## src/hdl/pksv_pkg.sv

```systemverilog
// Package with register map, field positions, command codes and types
package pksv_pkg;
  // Register byte addresses
  localparam logic [31:0] PKSV_STATUS_ADDR  = 32'h5000600c;
  localparam logic [31:0] PKSV_VERSION_ADDR = 32'h50006010;
  // Status field positions
  localparam int PKSV_BUSY_BIT   = 16;
  localparam int PKSV_PRIME_BIT  = 12;
  localparam int PKSV_NINV_BIT   = 11;
  localparam int PKSV_COEF_BIT   = 10;
  localparam int PKSV_SIG_BIT    = 9;
  localparam int PKSV_ORDER_BIT  = 7;
  localparam int PKSV_COORD_BIT  = 6;
  localparam int PKSV_INF_BIT    = 5;
  localparam int PKSV_OFFC_BIT   = 4;
  localparam int PKSV_ADDR_W     = 4;
  localparam logic [31:0] PKSV_STATUS_RESET = 32'h0;
  // Operation code groups [6:4] and low codes [3:0]
  localparam logic [2:0] PKSV_GRP_PRIM = 3'h0;
  localparam logic [2:0] PKSV_GRP_ECC  = 3'h2;
  localparam logic [2:0] PKSV_GRP_HIGH = 3'h3;
  localparam logic [3:0] PKSV_OP_INV_ODD  = 4'h6;
  localparam logic [3:0] PKSV_OP_INV_EVEN = 4'h9;
  localparam logic [3:0] PKSV_OP_COEFFICIENT_CHECK_COMMAND = 4'h3;
  localparam logic [3:0] PKSV_OP_CHECK_N  = 4'h4;
  localparam logic [3:0] PKSV_OP_CHECK_XY = 4'h5;
  localparam logic [3:0] PKSV_OP_ON_CURVE = 4'h6;
  // Version register defaults; hardware value is arbitrary
  localparam logic [7:0] PKSV_HW_VERSION_DEF   = 8'h5a;
  localparam logic [7:0] PKSV_CODE_VERSION_DEF = 8'h00;

  // Completion report from the arithmetic core
  typedef struct packed {
    logic       prime_composite;
    logic       not_invertible;
    logic       coef_invalid;
    logic       sig_invalid;
    logic       order_invalid;
    logic       coord_invalid;
    logic       at_infinity;
    logic       off_curve;
    logic [3:0] fail_addr;
    logic       fail_addr_valid;
    logic       is_ecc_op;
    logic       is_sig_op;
    logic       is_prime_test;
  } pksv_result_s;

  typedef enum logic [1:0] {
    PKSV_IDLE = 2'b01,
    PKSV_BUSY = 2'b10
  } pksv_state_e;
endpackage

```

## src/hdl/pksv_flag_cell.sv

```systemverilog
// One sticky result flag updated only by the command that owns it
`timescale 1ns/100ps
module pksv_flag_cell (
  input  wire logic CLOCK,
  input  wire logic SRST,
  input  wire logic UPDATE,
  input  wire logic VALUE,
  output logic      FLAG
);
  logic flag_reg;
  logic flag_next;

  always_comb begin
    flag_next = flag_reg;
    if (UPDATE) begin
      flag_next = VALUE;
    end
  end

  always_ff @(posedge CLOCK) begin
    if (SRST) begin
      flag_reg <= 1'b0;
    end else begin
      flag_reg <= flag_next;
    end
  end

  assign FLAG = flag_reg;
endmodule // pksv_flag_cell

```

## src/hdl/pksv_status_version.sv

```systemverilog
// Status and version registers of the public-key engine
`timescale 1ns/100ps
// Function
// - Busy bit 16 high while command runs, low when algorithm completes.
// - Primality bit 12: 0 probably prime, 1 composite, after primality test.
// - Inversion ops 0x6 or 0x9 on non-invertible operand set bit 11.
// - Coefficient check sets bit 10 if a,b invalid, else clears it.
// - Signature commands update bit 9; 1 means reject signature.
// - Order check sets bit 7 when parameter n invalid.
// - Coordinate check sets bit 6 when x or y not below prime.
// - Every curve operation updates bit 5, infinity result sets it.
// - Point-on-curve check sets bit 4 when point off curve.
// - Bits 3:0 hold address of last failing or infinite point.
// - Version register bits 15:8 give read-only hardware version.
// - Bits 7:0 read-only code version; corrupted after use, read first.
// - Start ignored while busy; start bit self-clears at finish.
module pksv_status_version
  import pksv_pkg::*;
#(
  parameter logic [7:0] HW_VERSION = PKSV_HW_VERSION_DEF
) (
  input  wire logic         CLOCK,
  input  wire logic         SRST,
  input  wire logic         START_BIT,
  input  wire logic [6:0]   OPERATION_CODE,
  input  wire logic         CORE_DONE,
  input  wire pksv_result_s CORE_RESULT,
  input  wire logic         CODE_VERSION_WE,
  input  wire logic [7:0]   CODE_VERSION_WDATA,
  input  wire logic         RD_EN,
  input  wire logic [31:0]  RD_ADDR,
  output logic [31:0]       RD_DATA,
  output logic              CORE_LAUNCH,
  output logic              START_CLEAR,
  output logic              BUSY
);
  pksv_state_e state_reg;
  pksv_state_e state_next;
  logic [6:0]  op_reg;
  logic [6:0]  op_next;
  logic        launch_reg;
  logic        launch_next;
  logic        clr_reg;
  logic        clr_next;
  logic [3:0]  addr_reg;
  logic [3:0]  addr_next;
  logic [7:0]  code_ver_reg;
  logic [7:0]  code_ver_next;
  logic [31:0] rd_data_reg;
  logic [31:0] rd_data_next;
  logic [7:0]  upd;
  logic [7:0]  val;
  logic [7:0]  flags;
  logic        done;

  assign done = (state_reg == PKSV_BUSY) && CORE_DONE;

  always_comb begin
    state_next  = state_reg;
    op_next     = op_reg;
    launch_next = 1'b0;
    clr_next    = 1'b0;
    case (state_reg)
      PKSV_IDLE: begin
        // start clear cycle
        // The control bit is still high while its clear is in flight; taking it would relaunch
        if (START_BIT && !clr_reg) begin
          state_next  = PKSV_BUSY;
          op_next     = OPERATION_CODE;
          launch_next = 1'b1;
        end
      end
      PKSV_BUSY: begin
        // Start held high here is ignored; the core runs one command
        if (CORE_DONE) begin
          state_next = PKSV_IDLE;
          clr_next   = 1'b1;
        end
      end
      default: begin
        state_next = PKSV_IDLE;
      end
    endcase
  end

  always_ff @(posedge CLOCK) begin
    if (SRST) begin
      state_reg  <= PKSV_IDLE;
      op_reg     <= 7'h00;
      launch_reg <= 1'b0;
      clr_reg    <= 1'b0;
    end else begin
      state_reg  <= state_next;
      op_reg     <= op_next;
      launch_reg <= launch_next;
      clr_reg    <= clr_next;
    end
  end

  // Update strobes per flag, ordered bit 12,11,10,9,7,6,5,4 -> index 7..0
  always_comb begin
    upd = 8'h00;
    val = 8'h00;
    upd[7] = done && CORE_RESULT.is_prime_test;
    val[7] = CORE_RESULT.prime_composite;
    upd[6] = done && (op_reg[6:4] == PKSV_GRP_PRIM)
             && ((op_reg[3:0] == PKSV_OP_INV_ODD) || (op_reg[3:0] == PKSV_OP_INV_EVEN));
    val[6] = CORE_RESULT.not_invertible;
    upd[5] = done && (op_reg[6:4] == PKSV_GRP_ECC) && (op_reg[3:0] == PKSV_OP_COEFFICIENT_CHECK_COMMAND);
    val[5] = CORE_RESULT.coef_invalid;
    upd[4] = done && CORE_RESULT.is_sig_op;
    val[4] = CORE_RESULT.sig_invalid;
    upd[3] = done && (op_reg[6:4] == PKSV_GRP_ECC) && (op_reg[3:0] == PKSV_OP_CHECK_N);
    val[3] = CORE_RESULT.order_invalid;
    upd[2] = done && (op_reg[6:4] == PKSV_GRP_ECC) && (op_reg[3:0] == PKSV_OP_CHECK_XY);
    val[2] = CORE_RESULT.coord_invalid;
    upd[1] = done && (CORE_RESULT.is_ecc_op || op_reg[6:4] == PKSV_GRP_ECC);
    val[1] = CORE_RESULT.at_infinity;
    upd[0] = done && (op_reg[6:4] == PKSV_GRP_ECC) && (op_reg[3:0] == PKSV_OP_ON_CURVE);
    val[0] = CORE_RESULT.off_curve;
  end

  genvar gi;
  generate
    for (gi = 0; gi < 8; gi++) begin : g_flag
      pksv_flag_cell u_flag (
        .CLOCK  (CLOCK),
        .SRST   (SRST),
        .UPDATE (upd[gi]),
        .VALUE  (val[gi]),
        .FLAG   (flags[gi])
      );
    end
  endgenerate

  // fail address, code version, read mux
  always_comb begin
    addr_next     = addr_reg;
    code_ver_next = code_ver_reg;
    rd_data_next  = rd_data_reg;
    if (done && CORE_RESULT.fail_addr_valid) begin
      addr_next = CORE_RESULT.fail_addr;
    end
    // Core microcode overwrites this byte once it runs
    if (CODE_VERSION_WE) begin
      code_ver_next = CODE_VERSION_WDATA;
    end
    if (RD_EN) begin
      rd_data_next = 32'h0;
      if (RD_ADDR == PKSV_STATUS_ADDR) begin
        rd_data_next[PKSV_BUSY_BIT]  = (state_reg == PKSV_BUSY);
        rd_data_next[PKSV_PRIME_BIT] = flags[7];
        rd_data_next[PKSV_NINV_BIT]  = flags[6];
        rd_data_next[PKSV_COEF_BIT]  = flags[5];
        rd_data_next[PKSV_SIG_BIT]   = flags[4];
        rd_data_next[PKSV_ORDER_BIT] = flags[3];
        rd_data_next[PKSV_COORD_BIT] = flags[2];
        rd_data_next[PKSV_INF_BIT]   = flags[1];
        rd_data_next[PKSV_OFFC_BIT]  = flags[0];
        rd_data_next[PKSV_ADDR_W-1:0] = addr_reg;
      end else if (RD_ADDR == PKSV_VERSION_ADDR) begin
        rd_data_next[15:8] = HW_VERSION;
        rd_data_next[7:0]  = code_ver_reg;
      end
    end
  end

  always_ff @(posedge CLOCK) begin
    if (SRST) begin
      addr_reg     <= 4'h0;
      code_ver_reg <= PKSV_CODE_VERSION_DEF;
      rd_data_reg  <= PKSV_STATUS_RESET;
    end else begin
      addr_reg     <= addr_next;
      code_ver_reg <= code_ver_next;
      rd_data_reg  <= rd_data_next;
    end
  end

  assign RD_DATA     = rd_data_reg;
  assign CORE_LAUNCH = launch_reg;
  assign START_CLEAR = clr_reg;
  // One-hot busy code bit, taken straight from the state flop
  assign BUSY        = state_reg[1];
endmodule // pksv_status_version

```

## config.mk

```make
export PLATFORM = sky130hd
export DESIGN_NAME = pksv_status_version
export DESIGN_NICKNAME = d
export VERILOG_FILES = /design/src/hdl/pksv_pkg.sv /design/src/hdl/pksv_flag_cell.sv /design/src/hdl/pksv_status_version.sv
export SDC_FILE = /design/constraint.sdc
export NUM_CORES = 1
export LEC_CHECK = 0
export BUFFER_PORTS_ARGS = -buffer_cell sky130_fd_sc_hd__buf_4
export CORE_MARGIN = 5
export CORE_UTILIZATION = 46
export DETAILED_ROUTE_END_ITERATION = 10
export PLACE_DENSITY = 0.78
export SLEW_MARGIN = 15
export SYNTH_ARGS = -nofsm -noshare
export SYNTH_HDL_FRONTEND = slang
export SYNTH_SLANG_ARGS = --single-unit
```

## constraint.sdc

```tcl
create_clock -name CLOCK -period 1.7 [get_ports CLOCK]
set_input_delay 0.51 -clock CLOCK [delete_from_list [all_inputs] [get_ports CLOCK]]
set_output_delay 0.51 -clock CLOCK [all_outputs]
set_load 0.01 [all_outputs]
```

After elaboration in Yosys (flattened, before gate mapping):

Cells that the tools add are included.

* word-level logic and storage cells: 61
* input port bits: 69
* flip-flop bits (word level): 48
* output and inout port bits: 35

* equal/unequal tests: 12
* reduce and logical (&&, ||, !) cells: 21
* bitwise logic cells: 2
* multiplexer cells: 11

Operators with widths (count)
* $eq 32x31->1 const B: 2
* $mux 15: 1
* $logic_and 1x1->1: 13
* $eq 4x3->1 const B: 3
* $mux 8: 1
* $eq 4x2->1 const B: 1
* $eq 4x4->1 const B: 1
* $mux 1: 4
* $mux 2: 2
* $mux 4: 1
* $ne 2x2->1 const B: 2
* $pmux 2 s2: 1
* $reduce_and 2->1: 2
* $reduce_or 2->1: 2
* $eq 3x2->1 const B: 1
* $logic_not 3->1: 1
* $mux 3: 1
* $eq 2x1->1 const B: 1
* $eq 2x2->1 const B: 1
* $logic_or 1x1->1: 2
* $not 1->1: 2
* $logic_not 1->1: 1

Depth between registers and ports, before layout:

* depth in word-level cells: 4
* depth in mapped cells: 6

Hierarchy:

Synthesis repeated with hierarchy kept, for this count alone.

* cells, all modules: 220
* area total of the unflattened synthesis: 2104.5 sq um

By module, submodules not included
* pksv_status_version: area each 1834.3 sq um, cells each 196, sequential area each 740.7 sq um, times used 1
* pksv_flag_cell: area each 33.8 sq um, cells each 3, sequential area each 20.0 sq um, times used 8

Least setup slack after synthesis:

OpenSTA, ideal clock, no wires.

* path kind: input -> register
* start: in RD_ADDR[21]
* end: reg rd_data_reg[11] (netlist: RD_DATA[11])
* library setup time: 0.089 ns
* path slack: 0.099 ns
* data required time: 1.611 ns
* stages on the path: 5
* arrival: 1.512 ns
* path through: nor4_1 -> and4_1 -> nand4_2 -> buf_6 -> o32ai_2

* cells in the longest elaborated chain, start to end: 3
* elaborated cells between the ends (all ways): 4

RTL lines
* start, declared: line pksv_status_version.sv:31 `input wire logic [31:0] RD_ADDR,`
* $eq 32x31->1: line pksv_status_version.sv:161 `end else if (RD_ADDR == PKSV_VERSION_ADDR) begin`
* $mux 15: line pksv_status_version.sv:161
* $mux 4 *: line pksv_status_version.sv:150 `if (RD_ADDR == PKSV_STATUS_ADDR) begin`
* end signal, assigned: line pksv_status_version.sv:176 `rd_data_reg <= rd_data_next;`
* end, declared: line pksv_status_version.sv:49 `logic [31:0] rd_data_reg;`

Every way passes the cells marked *; elsewhere a longest branch is shown, timed or not.
A chain may end at the register's enable or synchronous reset.

Worst setup path after layout:

* start: in RD_ADDR[19]
* end: reg rd_data_reg[0] (netlist: RD_DATA[0])

* cells in the longest elaborated chain, start to end: 3
* elaborated cells between the ends (all ways): 4

RTL lines (line)
* $eq 32x31->1: pksv_status_version.sv:161
* $mux 15: pksv_status_version.sv:161
* $mux 8 *: pksv_status_version.sv:150

Marks and branches as above.

==> reports/results.txt <==
Total Routed Length = 5185 um
Number of distinct library cells after synthesis = 37
Final hold violations = 0
Routed Antenna Nets = 0
Synth area leader = dfxtp_1
DR WL/cell = 14.13 um
Vias per Instance = 5.098
Clock slew at reported path FFs = 80 ps
Post-layout min period = 1555 ps
Post-route DRC = 0
Worst Path Class, Setup = input pin to register
FMAX = 643.2 MHz
Largest net degree at the start of global routing = 31
Vias = 1871
Leakage = 1.200 nW
Crit Path Max Fanout = 14
PD cells = 740.2 nW/um2
Max Cap Violations = 0
Largest stage delay on the critical path = 290 ps
Die Ht = 77.80 um
RSZ-0062 raised after global routing = false
Full die area = 6053 um2
Max reg flops = 14
Post-Syn Area = 2115 um2
Final net count = 383
Commonest non-fill, non-tap cell in the layout = buf_4
Top delay family on crit path = simple AND/OR/NAND/NOR gates
IO Pins = 104
Final setup viols = 0
Fillers = 382
Hold Buf Count CTS = 0
Post_cts resized = 0
CTS tree = done
Placed cell area = 2744 um2
Detail Placement HPWL = 4078 um
TritonCTS buffer count = 5
Slowest cell on crit path = o32ai_1
Period utilisation layout = 91.45%
PortBufs = 85
Buf/Inv on CP = 2
Reg2reg setup slack = 240 ps
Initial Util = 47.90%
Top-area cell type share of the netlist area = 42.60%
Final Skew = 5.406 ps
Post-CTS setup buffers = 0
Detailed router's first-iteration violation count = 94
CTS max path bufs = 2
Total power = 0.002106 W
Critical Path Source Type = input pin
Tightest Pin Transition = 550.1 ps
Die width = 77.80 um
Fin area = 2845 um2
Layout cells sized above 1 = 35.24%
Syn avg cell area = 9.154 um2
Most frequent cells in the layout = buf_4, dfxtp_1, nand2_1
Top post-synthesis cells by area = dfxtp_1, mux2i_1, buf_4
CP required = 1900 ps
DRT Pass-1 Iters = 4
Max Slew Vio Count = 0
ANT cells = 0
Core area = 4414 um2
Synth warn = 0
Critical path cell sequence = buf_4, nor4_1, and4_1, nand4_2, buf_12, o32ai_1
CP endpoint kind = register
Slew HR = 63.32%
Worst VDD drop = 0.5950 mV
Area Growth Syn to Fin = 34.56%
Tightest Hold Check Type = input pin to register
Seq/Total Area, Yosys = 42.60%
Global-route wire length before repair = 8086 um
RePlAce Congestion = 0.7431
Asr flop ratio synth = 0%
Grt total ovfl = 0
Initial antenna violation count = 0
WP data arrival = 1760 ps
FP Rows = 24
Synth Instances = 231
H-tree depth = 2
Fin cells = 367
Clock sinks = 45
GRT Util Overall = 16.37%
Top FF cell, synth = dfxtp_1
Cell Count Post-Placement = 359
Number of global-route vias before repair = 1788
Seq cells post-synth = 45
Root buffer cell = clkbuf_8
Run status = completed
Worst-skew pair later-pin latency = 300 ps
Final core occ = 64.46%
EDFF count, synth = 0
-- report_power, final --
group,internal (W),switching [W],leakage [nW]
registers,0.00108,0.0000243,0.366
logic,0.000158,0.000125,0.780
clock network,0.000367,0.000351,0.0542
-- worst register-to-register path, delay by kind of cell, from the launching register on --
family	cells	cell delay, ps
DFF	1	410
muxes	1	230
and+or+nand+nor	3	710
-- logic make-up (layout without fill, tap and decap cells) --
group | Yosys count | in the layout | share of synthesized area (%)
and+or+nand+nor | 93 | 93 | 24.56
AOI/OAI and AO/OA | 41 | 41 | 15.74
DFF | 45 | 45 | 42.60
other | 1 | 18 | 0.1773
buffers and inverters | 37 | 104 | 10.30
muxes | 14 | 14 | 6.627
-- cells in the mapped netlist (all sizes together) (2+ instances only) --
library cell  count
clkbuf            9
nor2             17
a22oi             8
nand4bb           2
nand3             8
nor4bb            5
inv               4
nor3              3
nor2b             3
dfxtp            45
a21oi            17
nand4             3
or3b              2
o32ai            13
buf              24
or2               2
nor4              6
nand2b           12
nand2            25
mux2i            14
-- final cells by class --
class                           instances  area [um2]  area share (%)
Multi-Input combinational cell        166        1060           37.25
Sequential cell                        45       900.9           31.66
Timing Repair Buffer                   92       703.2           24.71
Clock buffer                            7       96.34           3.386
Tap cell                               52       65.06           2.287
Inverter                                4       15.01          0.5277
Clock inverter                          1       5.005          0.1759
-- layer usage --
layer	GRT usage, %	share of wire [%]	wire length (um)
met5	0	0	0
met4	4.639	1.2	60
met3	6.944	10	529
met2	26.96	49	2560
met1	19.40	39	2035
-- through the flow --
step	hold WS, ps	setup WS [ps]	TNS [ps]
3_5_place_dp	448.6	-194.1	-1392
6_report	444.8	145.4	0
4_1_cts	435.9	130.2	0
5_1_grt	444.6	74.66	0
3_3_place_gp	444.0	-86.90	-849.7
2_1_floorplan	436.0	98.94	0
-- worst paths after layout --
check | endpoint | depth (start not counted) | start
min | g_flag[6].u_flag.FLAG$_SDFFE_PP0P_ | 3 | CORE_RESULT[14]
max reg2reg | g_flag[3].u_flag.FLAG$_SDFFE_PP0P_ | 4 | op_reg[2]$_SDFFE_PP0P_
min reg2reg | addr_reg[0]$_SDFFE_PP0P_ | 2 | addr_reg[0]$_SDFFE_PP0P_
max | RD_DATA[0]$_SDFFE_PP0P_ | 6 | RD_ADDR[19]
No activity file was read; power rests on OpenSTA's default activity.
